===== src/rtl/wake_pkg.sv =====
// constants for the keyboard/mouse wake detector and general wake routing.
// assumes a 10 MHz mclk and an APB master with 32-bit data.
package wake_pkg;
	// register indices; byte address is four times the index
	localparam logic [7:0] IDX_CTRL = 8'h13;
	localparam logic [7:0] IDX_KBD_DATA = 8'h16;
	localparam logic [7:0] IDX_MOUSE_DATA = 8'h17;
	localparam logic [7:0] IDX_ROUTE_EN = 8'h1a;
	localparam logic [7:0] IDX_MATCH0 = 8'h20;
	localparam logic [7:0] IDX_STATUS = 8'h28;
	localparam logic [7:0] IDX_SOFT_RST = 8'h29;
	// reset values
	localparam logic [7:0] ROUTE_EN_RESET = 8'hff;
	localparam logic [7:0] CTRL_RESET = 8'h00;
	// control field positions
	localparam int CTRL_PARITY_OFF_BIT = 7;
	localparam int CTRL_MOUSE_LSB = 4;
	localparam int CTRL_KBD_LSB = 0;
	// status bits (write one to clear)
	localparam int STAT_KBD_BIT = 0;
	localparam int STAT_MOUSE_BIT = 1;
	// keyboard configuration boundaries and byte values
	localparam logic [3:0] KBD_OFF = 4'h0;
	localparam logic [3:0] KBD_PASSWORD_MIN = 4'h8;
	localparam logic [3:0] KBD_PASSWORD_BIAS = 4'h7;
	localparam logic [3:0] KBD_RAW_BIAS = 4'h1;
	localparam logic [7:0] MATCH_ANY = 8'h00;
	localparam logic [7:0] BYTE_EXT_PREFIX = 8'he0;
	localparam logic [7:0] BYTE_BREAK_PREFIX = 8'hf0;
	localparam int MATCH_DEPTH = 8;
	// mouse configuration codes
	typedef enum logic [2:0] {
		MOUSE_OFF, MOUSE_ANY, MOUSE_LEFT, MOUSE_LEFT_DBL,
		MOUSE_RIGHT, MOUSE_RIGHT_DBL, MOUSE_BTN, MOUSE_BTN_DBL
	} mouse_cfg_t;
	localparam int MOUSE_SYNC_BIT = 3;
	localparam logic [1:0] MOUSE_LAST_BYTE = 2'd2;
	// timing
	localparam int CLK_PERIOD_NS = 100;
	localparam int LINK_IDLE_NS = 200000;
	localparam int LINK_IDLE_CYCLES = LINK_IDLE_NS / CLK_PERIOD_NS;
	localparam int DBL_CLICK_NS = 500000000;
	localparam int DBL_CLICK_CYCLES = DBL_CLICK_NS / CLK_PERIOD_NS;
	localparam int FRAME_LAST_BIT = 10;
endpackage : wake_pkg


===== src/rtl/ps2_wake_detector.sv =====
// keyboard/mouse wake pattern detector with general wake input routing, APB slave.
// assumes link pins and wake inputs are asynchronous; all logic runs on mclk.
// Behaviour
// routing enables load all ones on reset
// absent main supply, only enabled inputs pass
// enable bit n gates wake input n
// keyboard and mouse detectors fully independent
// runs without the keyboard controller
// any key, password, raw byte sequence
// software: raw mode 1, two zero bytes
// zero match byte accepts any byte
// password drops prefix and break bytes
// software: password keys have one-byte codes
// password field is key count plus seven
// password codes compared from match byte 0
// raw mode compares every received byte
// raw field is byte count minus one
// raw bytes compared from match byte 0
// mouse: movement, clicks or double-clicks
// software picks mouse event in field
// mouse field encodings decoded per table
// keyboard field zero disables keyboard detection
// software clears field before changing it
// control bit 7 turns parity check off
// wake only on full consecutive match
// frames sampled on falling link clock edges
//
// The APB slave port is this design's own decision.
`timescale 1ns/10ps
module ps2_wake_detector import wake_pkg::*; #(
	parameter int DBL_CYCLES = DBL_CLICK_CYCLES
) (
	input wire logic mclk,
	input wire logic rst_n,
	input wire logic psel,
	input wire logic penable,
	input wire logic pwrite,
	input wire logic [7:0] paddr,
	input wire logic [31:0] pwdata,
	output logic [31:0] prdata,
	output logic pready,
	output logic pslverr,
	input wire logic kbd_clk,
	input wire logic kbd_data,
	input wire logic mouse_clk,
	input wire logic mouse_data,
	input wire logic main_power_good,
	input wire logic [7:0] general_wake_in,
	output logic [7:0] routed_wake,
	output logic kbd_wake_event,
	output logic mouse_wake_event
);
	localparam int DBL_W = $clog2(DBL_CYCLES + 1);
	localparam int IDLE_W = $clog2(LINK_IDLE_CYCLES + 1);

	// synchronisers: s1 feeds only s2; s3 is a delayed s2 for edge finding
	logic [12:0] s1, s2, s3;
	always_ff @(posedge mclk or negedge rst_n) begin
		if (!rst_n) begin
			s1 <= 13'h1f_ff;
			s2 <= 13'h1f_ff;
			s3 <= 13'h1f_ff;
		end else begin
			s1 <= {general_wake_in, main_power_good, mouse_data, mouse_clk, kbd_data, kbd_clk};
			s2 <= s1;
			s3 <= s2;
		end
	end

	// register file
	logic [7:0] route_en, ctrl, status, kbd_shift, mouse_shift;
	logic [7:0] match_byte [MATCH_DEPTH];
	logic [7:0] next_route_en, next_ctrl, next_status, next_kbd_shift, next_mouse_shift;
	logic [7:0] next_match_byte [MATCH_DEPTH];
	logic [31:0] next_prdata;
	logic next_pslverr, wr_en, soft_rst, setup;
	logic kbd_hit, mouse_hit;
	logic [1:0] rx_valid;
	logic [15:0] rx_byte;
	wire logic [3:0] kbd_cfg = ctrl[CTRL_KBD_LSB +: 4];
	wire mouse_cfg_t mouse_cfg = mouse_cfg_t'(ctrl[CTRL_MOUSE_LSB +: 3]);
	wire logic parity_off = ctrl[CTRL_PARITY_OFF_BIT];

	function automatic logic is_mapped(input logic [7:0] idx);
		return idx == IDX_CTRL || idx == IDX_KBD_DATA || idx == IDX_MOUSE_DATA || idx == IDX_ROUTE_EN
			|| (idx >= IDX_MATCH0 && idx < IDX_STATUS) || idx == IDX_STATUS || idx == IDX_SOFT_RST;
	endfunction : is_mapped

	// read data and error are latched in the setup cycle so they come from flops
	assign setup = psel & ~penable;
	assign pready = 1'b1;
	assign wr_en = psel & penable & pwrite & ~pslverr;
	assign soft_rst = wr_en && paddr[7:2] == IDX_SOFT_RST[5:0] && pwdata[0];

	always_comb begin
		next_route_en = route_en;
		next_ctrl = ctrl;
		next_match_byte = match_byte;
		next_prdata = prdata;
		next_pslverr = pslverr;
		next_kbd_shift = kbd_shift;
		next_mouse_shift = mouse_shift;
		next_status = status;
		if (setup) begin
			next_pslverr = !is_mapped({2'b00, paddr[7:2]}) || paddr[1:0] != 2'b00;
			next_prdata = 32'h0000_0000;
			unique case ({2'b00, paddr[7:2]})
				IDX_CTRL: next_prdata[7:0] = ctrl;
				IDX_KBD_DATA: next_prdata[7:0] = kbd_shift;
				IDX_MOUSE_DATA: next_prdata[7:0] = mouse_shift;
				IDX_ROUTE_EN: next_prdata[7:0] = route_en;
				IDX_STATUS: next_prdata[7:0] = status;
				default: begin
					if (paddr[7:5] == IDX_MATCH0[5:3])
						next_prdata[7:0] = match_byte[paddr[4:2]];
				end
			endcase
			// refused accesses read as zero, even a misaligned hit on a real register
			if (next_pslverr)
				next_prdata = 32'h0000_0000;
		end
		if (wr_en) begin
			if (paddr[7:2] == IDX_CTRL[5:0])
				next_ctrl = pwdata[7:0];
			if (paddr[7:2] == IDX_ROUTE_EN[5:0])
				next_route_en = pwdata[7:0];
			if (paddr[7:5] == IDX_MATCH0[5:3])
				next_match_byte[paddr[4:2]] = pwdata[7:0];
			if (paddr[7:2] == IDX_STATUS[5:0])
				next_status = status & ~pwdata[7:0];
		end
		// shift copies only kept while that detector is on
		if (rx_valid[0] && kbd_cfg != KBD_OFF)
			next_kbd_shift = rx_byte[7:0];
		if (rx_valid[1] && mouse_cfg != MOUSE_OFF)
			next_mouse_shift = rx_byte[15:8];
		// hardware set wins over a same-cycle clear
		if (kbd_hit)
			next_status[STAT_KBD_BIT] = 1'b1;
		if (mouse_hit)
			next_status[STAT_MOUSE_BIT] = 1'b1;
		if (soft_rst) begin
			next_route_en = ROUTE_EN_RESET;
			next_ctrl = CTRL_RESET;
			next_kbd_shift = 8'h00;
			next_mouse_shift = 8'h00;
		end
	end

	always_ff @(posedge mclk or negedge rst_n) begin
		if (!rst_n) begin
			route_en <= ROUTE_EN_RESET;
			ctrl <= CTRL_RESET;
			status <= 8'h00;
			kbd_shift <= 8'h00;
			mouse_shift <= 8'h00;
			prdata <= 32'h0000_0000;
			pslverr <= 1'b0;
			for (int i = 0; i < MATCH_DEPTH; i++)
				match_byte[i] <= 8'h00;
		end else begin
			route_en <= next_route_en;
			ctrl <= next_ctrl;
			status <= next_status;
			kbd_shift <= next_kbd_shift;
			mouse_shift <= next_mouse_shift;
			prdata <= next_prdata;
			pslverr <= next_pslverr;
			match_byte <= next_match_byte;
		end
	end

	// wake routing while main supply is absent
	always_ff @(posedge mclk or negedge rst_n) begin
		if (!rst_n)
			routed_wake <= 8'h00;
		else
			routed_wake <= s2[12:5] & route_en & {8{~s2[4]}};
	end

	// one receiver per link, own state each so neither disturbs the other; see
	for (genvar g = 0; g < 2; g++) begin : g_rx
		logic [3:0] bit_cnt, next_bit_cnt;
		logic [9:0] frame, next_frame;
		logic [IDLE_W-1:0] idle, next_idle;
		logic fall, done, ok, valid;
		logic [7:0] data;
		assign fall = s3[2 * g] & ~s2[2 * g];
		assign ok = ~frame[0] & s2[2 * g + 1] & (parity_off | ^frame[9:1]);
		always_comb begin
			next_bit_cnt = bit_cnt;
			next_frame = frame;
			next_idle = idle;
			done = 1'b0;
			if (fall) begin
				next_idle = '0;
				next_frame = {s2[2 * g + 1], frame[9:1]};
				if (bit_cnt == 4'(FRAME_LAST_BIT)) begin
					next_bit_cnt = 4'd0;
					done = 1'b1;
				end else if (bit_cnt != 4'd0 || !s2[2 * g + 1])
					next_bit_cnt = bit_cnt + 4'd1;
			end else if (bit_cnt != 4'd0) begin
				// stalled frame: drop it so the next start bit resyncs
				if (idle == IDLE_W'(LINK_IDLE_CYCLES)) begin
					next_bit_cnt = 4'd0;
					next_idle = '0;
				end else
					next_idle = idle + 1'b1;
			end
		end
		always_ff @(posedge mclk or negedge rst_n) begin
			if (!rst_n) begin
				bit_cnt <= 4'd0;
				frame <= 10'h3ff;
				idle <= '0;
				valid <= 1'b0;
				data <= 8'h00;
			end else begin
				bit_cnt <= next_bit_cnt;
				frame <= next_frame;
				idle <= next_idle;
				valid <= done & ok;
				data <= done ? frame[8:1] : data;
			end
		end
		assign rx_valid[g] = valid;
		assign rx_byte[8 * g +: 8] = data;
	end

	// keyboard matcher, independent of any keyboard controller; see
	logic [2:0] kpos, next_kpos;
	logic after_break, next_after_break;
	logic [3:0] klen;
	logic password, kconsider, kmatch, klast;
	wire logic [7:0] kbyte = rx_byte[7:0];
	assign password = kbd_cfg >= KBD_PASSWORD_MIN;
	assign klen = password ? kbd_cfg - KBD_PASSWORD_BIAS : kbd_cfg + KBD_RAW_BIAS;
	assign kmatch = match_byte[kpos] == MATCH_ANY || match_byte[kpos] == kbyte;
	assign klast = {1'b0, kpos} + 4'd1 == klen;
	always_comb begin
		next_kpos = kpos;
		next_after_break = after_break;
		kbd_hit = 1'b0;
		kconsider = rx_valid[0] && kbd_cfg != KBD_OFF;
		if (kconsider && password) begin
			// prefixes and the code after a break prefix are skipped
			if (kbyte == BYTE_BREAK_PREFIX)
				next_after_break = 1'b1;
			if (kbyte == BYTE_BREAK_PREFIX || kbyte == BYTE_EXT_PREFIX || after_break)
				kconsider = 1'b0;
			if (after_break && kbyte != BYTE_BREAK_PREFIX && kbyte != BYTE_EXT_PREFIX)
				next_after_break = 1'b0;
		end
		if (kconsider) begin
			if (kmatch && klast) begin
				kbd_hit = 1'b1;
				next_kpos = 3'd0;
			end else if (kmatch)
				next_kpos = kpos + 3'd1;
			else
				next_kpos = 3'd0;
		end
		if (kbd_cfg == KBD_OFF) begin
			next_kpos = 3'd0;
			next_after_break = 1'b0;
		end
	end
	always_ff @(posedge mclk or negedge rst_n) begin
		if (!rst_n) begin
			kpos <= 3'd0;
			after_break <= 1'b0;
			kbd_wake_event <= 1'b0;
		end else begin
			kpos <= next_kpos;
			after_break <= next_after_break;
			kbd_wake_event <= kbd_hit;
		end
	end

	// mouse matcher: three-byte packets, clicks seen on button release
	logic [1:0] midx, next_midx;
	logic [2:0] btn, next_btn, pend_btn, next_pend_btn, sel, clicks;
	logic moved, next_moved, pkt_end, dbl_mode;
	logic [DBL_W-1:0] dbl_timer, next_dbl_timer;
	wire logic [7:0] mbyte = rx_byte[15:8];
	always_comb begin
		unique case (mouse_cfg)
			MOUSE_LEFT, MOUSE_LEFT_DBL: sel = 3'b001;
			MOUSE_RIGHT, MOUSE_RIGHT_DBL: sel = 3'b010;
			MOUSE_OFF, MOUSE_ANY, MOUSE_BTN, MOUSE_BTN_DBL: sel = 3'b111;
		endcase
		dbl_mode = mouse_cfg == MOUSE_LEFT_DBL || mouse_cfg == MOUSE_RIGHT_DBL || mouse_cfg == MOUSE_BTN_DBL;
		next_midx = midx;
		next_btn = btn;
		next_pend_btn = pend_btn;
		next_moved = moved;
		pkt_end = 1'b0;
		mouse_hit = 1'b0;
		next_dbl_timer = dbl_timer == '0 ? '0 : dbl_timer - 1'b1;
		clicks = btn & ~pend_btn;
		if (rx_valid[1] && mouse_cfg != MOUSE_OFF) begin
			if (midx == 2'd0) begin
				// a first byte without the sync bit is out of step; wait
				if (mbyte[MOUSE_SYNC_BIT]) begin
					next_pend_btn = mbyte[2:0];
					next_moved = 1'b0;
					next_midx = 2'd1;
				end
			end else begin
				next_moved = moved | (mbyte != 8'h00);
				next_midx = midx == MOUSE_LAST_BYTE ? 2'd0 : midx + 2'd1;
				pkt_end = midx == MOUSE_LAST_BYTE;
			end
		end
		if (pkt_end) begin
			next_btn = pend_btn;
			if (mouse_cfg == MOUSE_ANY)
				mouse_hit = next_moved || pend_btn != btn;
			else if (|(clicks & sel)) begin
				if (!dbl_mode)
					mouse_hit = 1'b1;
				else if (dbl_timer != '0) begin
					mouse_hit = 1'b1;
					next_dbl_timer = '0;
				end else
					next_dbl_timer = DBL_W'(DBL_CYCLES);
			end
		end
		if (mouse_cfg == MOUSE_OFF) begin
			next_midx = 2'd0;
			next_dbl_timer = '0;
		end
	end
	always_ff @(posedge mclk or negedge rst_n) begin
		if (!rst_n) begin
			midx <= 2'd0;
			btn <= 3'b000;
			pend_btn <= 3'b000;
			moved <= 1'b0;
			dbl_timer <= '0;
			mouse_wake_event <= 1'b0;
		end else begin
			midx <= next_midx;
			btn <= next_btn;
			pend_btn <= next_pend_btn;
			moved <= next_moved;
			dbl_timer <= next_dbl_timer;
			mouse_wake_event <= mouse_hit;
		end
	end

	// checks
	a_route_reset: assert property (@(posedge mclk) disable iff (!rst_n) soft_rst |=> route_en == 8'hff)
		else $error("routing enables not all ones after soft reset");
	a_route_gate: assert property (@(posedge mclk) disable iff (!rst_n)
		routed_wake != 8'h00 |-> $past(!s2[4]) && (routed_wake & ~$past(route_en)) == 8'h00)
		else $error("wake routed while blocked");
	a_kbd_off: assert property (@(posedge mclk) disable iff (!rst_n) $past(kbd_cfg) == 4'h0 |-> !kbd_wake_event)
		else $error("keyboard wake while disabled");
	a_mouse_off: assert property (@(posedge mclk) disable iff (!rst_n)
		$past(mouse_cfg) == MOUSE_OFF |-> !mouse_wake_event && midx == 2'd0)
		else $error("mouse wake while disabled");
	a_prefix_skip: assert property (@(posedge mclk) disable iff (!rst_n)
		rx_valid[0] && password && kbyte == 8'hf0 |=> kpos == $past(kpos) && after_break)
		else $error("break prefix compared in password mode");
	a_wildcard_take: assert property (@(posedge mclk) disable iff (!rst_n)
		rx_valid[0] && !password && kbd_cfg != 4'h0 && kpos == 3'd0 && match_byte[0] == 8'h00
		|=> kpos == 3'd1 || kbd_wake_event)
		else $error("zero match byte did not accept");
	a_restart_miss: assert property (@(posedge mclk) disable iff (!rst_n)
		kconsider && !kmatch |=> kpos == 3'd0 && !kbd_wake_event)
		else $error("mismatch did not restart sequence");
	a_status_sticky: assert property (@(posedge mclk) disable iff (!rst_n)
		kbd_hit |=> status[STAT_KBD_BIT] ##1 kbd_wake_event == 1'b0 || status[STAT_KBD_BIT])
		else $error("keyboard status lost on set");
	a_parity_drop: assert property (@(posedge mclk) disable iff (!rst_n)
		g_rx[0].done && !parity_off && !(^g_rx[0].frame[9:1]) |=> !rx_valid[0])
		else $error("bad parity byte accepted");
endmodule : ps2_wake_detector


===== config.mk =====
export PLATFORM = sky130hd
export DESIGN_NAME = ps2_wake_detector
export DESIGN_NICKNAME = d
export VERILOG_FILES = /design/src/rtl/wake_pkg.sv /design/src/rtl/ps2_wake_detector.sv
export SDC_FILE = /design/constraint.sdc
export NUM_CORES = 1
export LEC_CHECK = 0
export BUFFER_PORTS_ARGS = -buffer_cell sky130_fd_sc_hd__buf_2
export CAP_MARGIN = 20
export CORE_MARGIN = 2
export CORE_UTILIZATION = 45
export DETAILED_ROUTE_END_ITERATION = 10
export HOLD_SLACK_MARGIN = 0.03
export MAX_ROUTING_LAYER = met4
export PLACE_DENSITY = 0.65
export SYNTH_ARGS = -nofsm -noshare
export SYNTH_HDL_FRONTEND = slang
export SYNTH_SLANG_ARGS = --single-unit

===== constraint.sdc =====
create_clock -name mclk -period 4.1 [get_ports mclk]
set_input_delay 0.205 -clock mclk [delete_from_list [all_inputs] [get_ports mclk]]
set_output_delay 0.205 -clock mclk [all_outputs]
set_load 0.05 [all_outputs]

==> metrics.txt <==
worst hold path stage count 3; die area 0.0289 mm²; Hold Worst Slack roughly 0.045 ns; post-synthesis sequential area ratio 0.520; share of synthesized registers carrying an async set or reset 1.00; total overflow reported by the global router 0; number of antenna violations at the first check in global routing 0; crit path max-delay cell type or4b_2; mean cell area of the mapped netlist roughly 11 µm²; count of unique library cells instantiated by Yosys 65; final setup violation count 0; Worst Max-Slew Pin Slew 0.930 ns; DRT Pass-1 Iters 5; Top Usage Layer GRT met2; most frequent standard cell in the layout excluding fill and tap cells dfrtp_1; area added between synthesis and finish 13.4%; detail-routed net length per standard cell 17.5 µm; root buffer cell clkbuf_16; highest attainable clock frequency 353 MHz; Clock Sinks 255; global-route met1 utilization 0.261; gp weighted congestion 0.870; crit-path cells and2_1 -> a22oi_1 -> and3b_1 -> or4b_2 -> nor4_2 -> nor2_1 -> o31ai_1; reg-to-reg startpoint kpos[1]; power density over cell area 421 mW/mm²; number of instances resized during post-cts repair 0; path type of the worst setup path reg -> reg; count of state elements after synthesis approximately 260; logic depth of the worst register-to-register path 7; Worst Path Required 4.54 ns; global-route track usage on met2 0.314; relative max-transition margin 0.375; delay of the slowest critical-path stage roughly 0.68 ns; wire length of the first global-routing pass roughly 44000 µm; most frequent cells in the layout dfrtp_1 (199), nand2_1 (187), mux2_2 (104); final-stage net count 1269; hold buffer count at cts 21; post-layout total power roughly 0.0059 W; clock transition at the registers of the reported paths 0.06 ns; crit path time final 2.83 ns; maximum number of pins on one net before global-route repair 152; die outline height ~170 µm; main flop type after synthesis dfrtp_1; number of enable-type register cells in the synthesized netlist 0; Startpoint Class flip-flop; total global routing track utilization 0.196; unrepaired setup endpoints after global routing false; IO Count 102; DP HPWL 18100 µm; Sum Neg Setup Slack 0 ns; Core Footprint 0.0270 mm²; first-iteration detailed-routing DRC count 526; total wire length after detailed routing 27200 µm; via count of the first global-routing pass 8328; flop-to-flop setup slack roughly 1.3 ns; arrival time worst endpoint 3.28 ns; count of pins over their slew limit 0; Final ANT Viol Nets 0; peak fanout along the critical path 12; Max Cap Viol 0; buffer count from post-CTS setup fixing 0; summed instance area of the synthesized netlist 0.0124 mm²; fraction of final layout cells sized beyond drive strength 1 0.259; type of destination of the critical path flip-flop; count of unresolved DRC violations after routing 0; number of buffers between clock root and the deepest sink 3; Inserted Diodes 0; GRT met3 Usage 0.0342; Port Buffers 52; status finished clean; number of instances in the synthesized netlist roughly 1100; hold-critical path endpoint route_en[5]; endpoint of the lowest-slack register-to-register path kpos[0]; TritonCTS clock tree built; CTS HTree Levels 1; Inserted Clock Buffers 27; maximum resistive drop on vdd 0.325 mV; total number of yosys warnings 0; final clock period utilization by the worst path 0.690; post-detailed-route via-to-cell ratio 5.45; worst hold path type in -> reg; Hold Fails Final Rpt 0; effective utilization at floorplan 0.459; die width around 170 µm; clock latency reported for the late side of the worst-skew pair 0.54 ns; total number of vias 8470; Worst Hold Launch pwdata[5]; worst clock skew 0.0185 ns; leakage power 6.60 nW; number of rows in the core area 60
-- Yosys cell counts, types with 27 or more instances --
| master | instances | area share |
|---|---|---|
| a21oi_1 | 34 | 0.014 |
| nor2_1 | 63 | 0.019 |
| nand2_1 | 187 | 0.057 |
| xnor2_1 | 27 | 0.019 |
| nand3_1 | 29 | 0.012 |
| buf_4 | 27 | 0.016 |
| dfrtp_1 | 199 | 0.40 |
| o21ai_0 | 65 | 0.026 |
| mux2_2 | 104 | 0.094 |
| mux2i_1 | 30 | 0.024 |
| dfstp_2 | 56 | 0.12 |
| clkbuf_1 | 30 | 0.0091 |
-- critical path: cells and delay by family, from the launching register on --
family | cells | cell delay, ns
flip-flops | 1 | 0.64
AND/OR/NAND/NOR | 5 | 1.66
AO/OA/AOI/OAI | 2 | 0.44
-- report_power, final --
part	switching [W]	internal (W)	leakage, nW	total (W)
combinational	0.000410	0.000227	2.88	0.000637
clock	0.00101	0.00151	0.462	0.00252
sequential	0.000106	0.00266	3.26	0.00277
total	0.00153	0.00440	6.60	0.00593
-- state kept, by name, indices dropped and copies added (netlist names), 2 cells and up --
name          cells
dbl_timer        23
g_rx.bit_cnt      8
s1               13
route_en          8
g_rx.idle        22
kbd_shift         8
g_rx.frame       20
g_rx.valid        2
prdata            8
pend_btn          3
btn               3
ctrl              8
match_byte       64
routed_wake       8
mouse_shift       8
kpos              3
g_rx.data        16
status            8
s3                2
midx              2
s2               13
-- stage by stage --
step	util	std cells	area, µm²	setup slack, ns
finish	0.521	1553	14100	1.27
global route	0.521	1553	14100	1.07
CTS	0.521	1553	14100	1.26
detailed placement	0.479	1482	12900	1.28
global placement	0.479	1482	12900	1.34
floorplan	-	1143	12500	1.63
-- logic make-up (layout without fill, tap and decap cells) --
kind of cell | count (synthesis) | after routing | synth area share
simple gates | 388 | 388 | 0.150
flops | 255 | 255 | 0.520
compound gates | 164 | 164 | 0.0822
mux | 156 | 156 | 0.158
buf+inv | 90 | 159 | 0.0367
xor+xnor | 45 | 45 | 0.0318
fa+ha+maj | 20 | 20 | 0.0202
other cells | 2 | 25 | 0.000605
-- how the worst max path moves through the flow --
stage	start	end	slack [ns]	depth (start not counted)
finish	kpos[1]	kpos[0]	1.27	7
global route	kpos[2]	kpos[0]	1.07	7
CTS	kpos[2]	kpos[0]	1.26	7
detailed placement	kpos[2]	kpos[0]	1.28	7
global placement	kpos[1]	kpos[0]	1.34	7
floorplan	dbl_timer[3]	dbl_timer[22]	1.63	7
-- final cells by class --
type | count | area (µm²)
sequential | 255 | 6450
multi-input combinational | 798 | 5590
clock inverter | 12 | 118
inverter | 23 | 86.3
fill | 2364 | 13000
timing repair buffer | 86 | 591
clock buffer | 38 | 811
tap | 341 | 427
-- routing by layer --
metal	wire, µm	part of all wire
met5	0	0
met4	560	0.021
met3	1590	0.058
met2	12800	0.47
met1	12300	0.45
(Power assumes the default switching activity.)
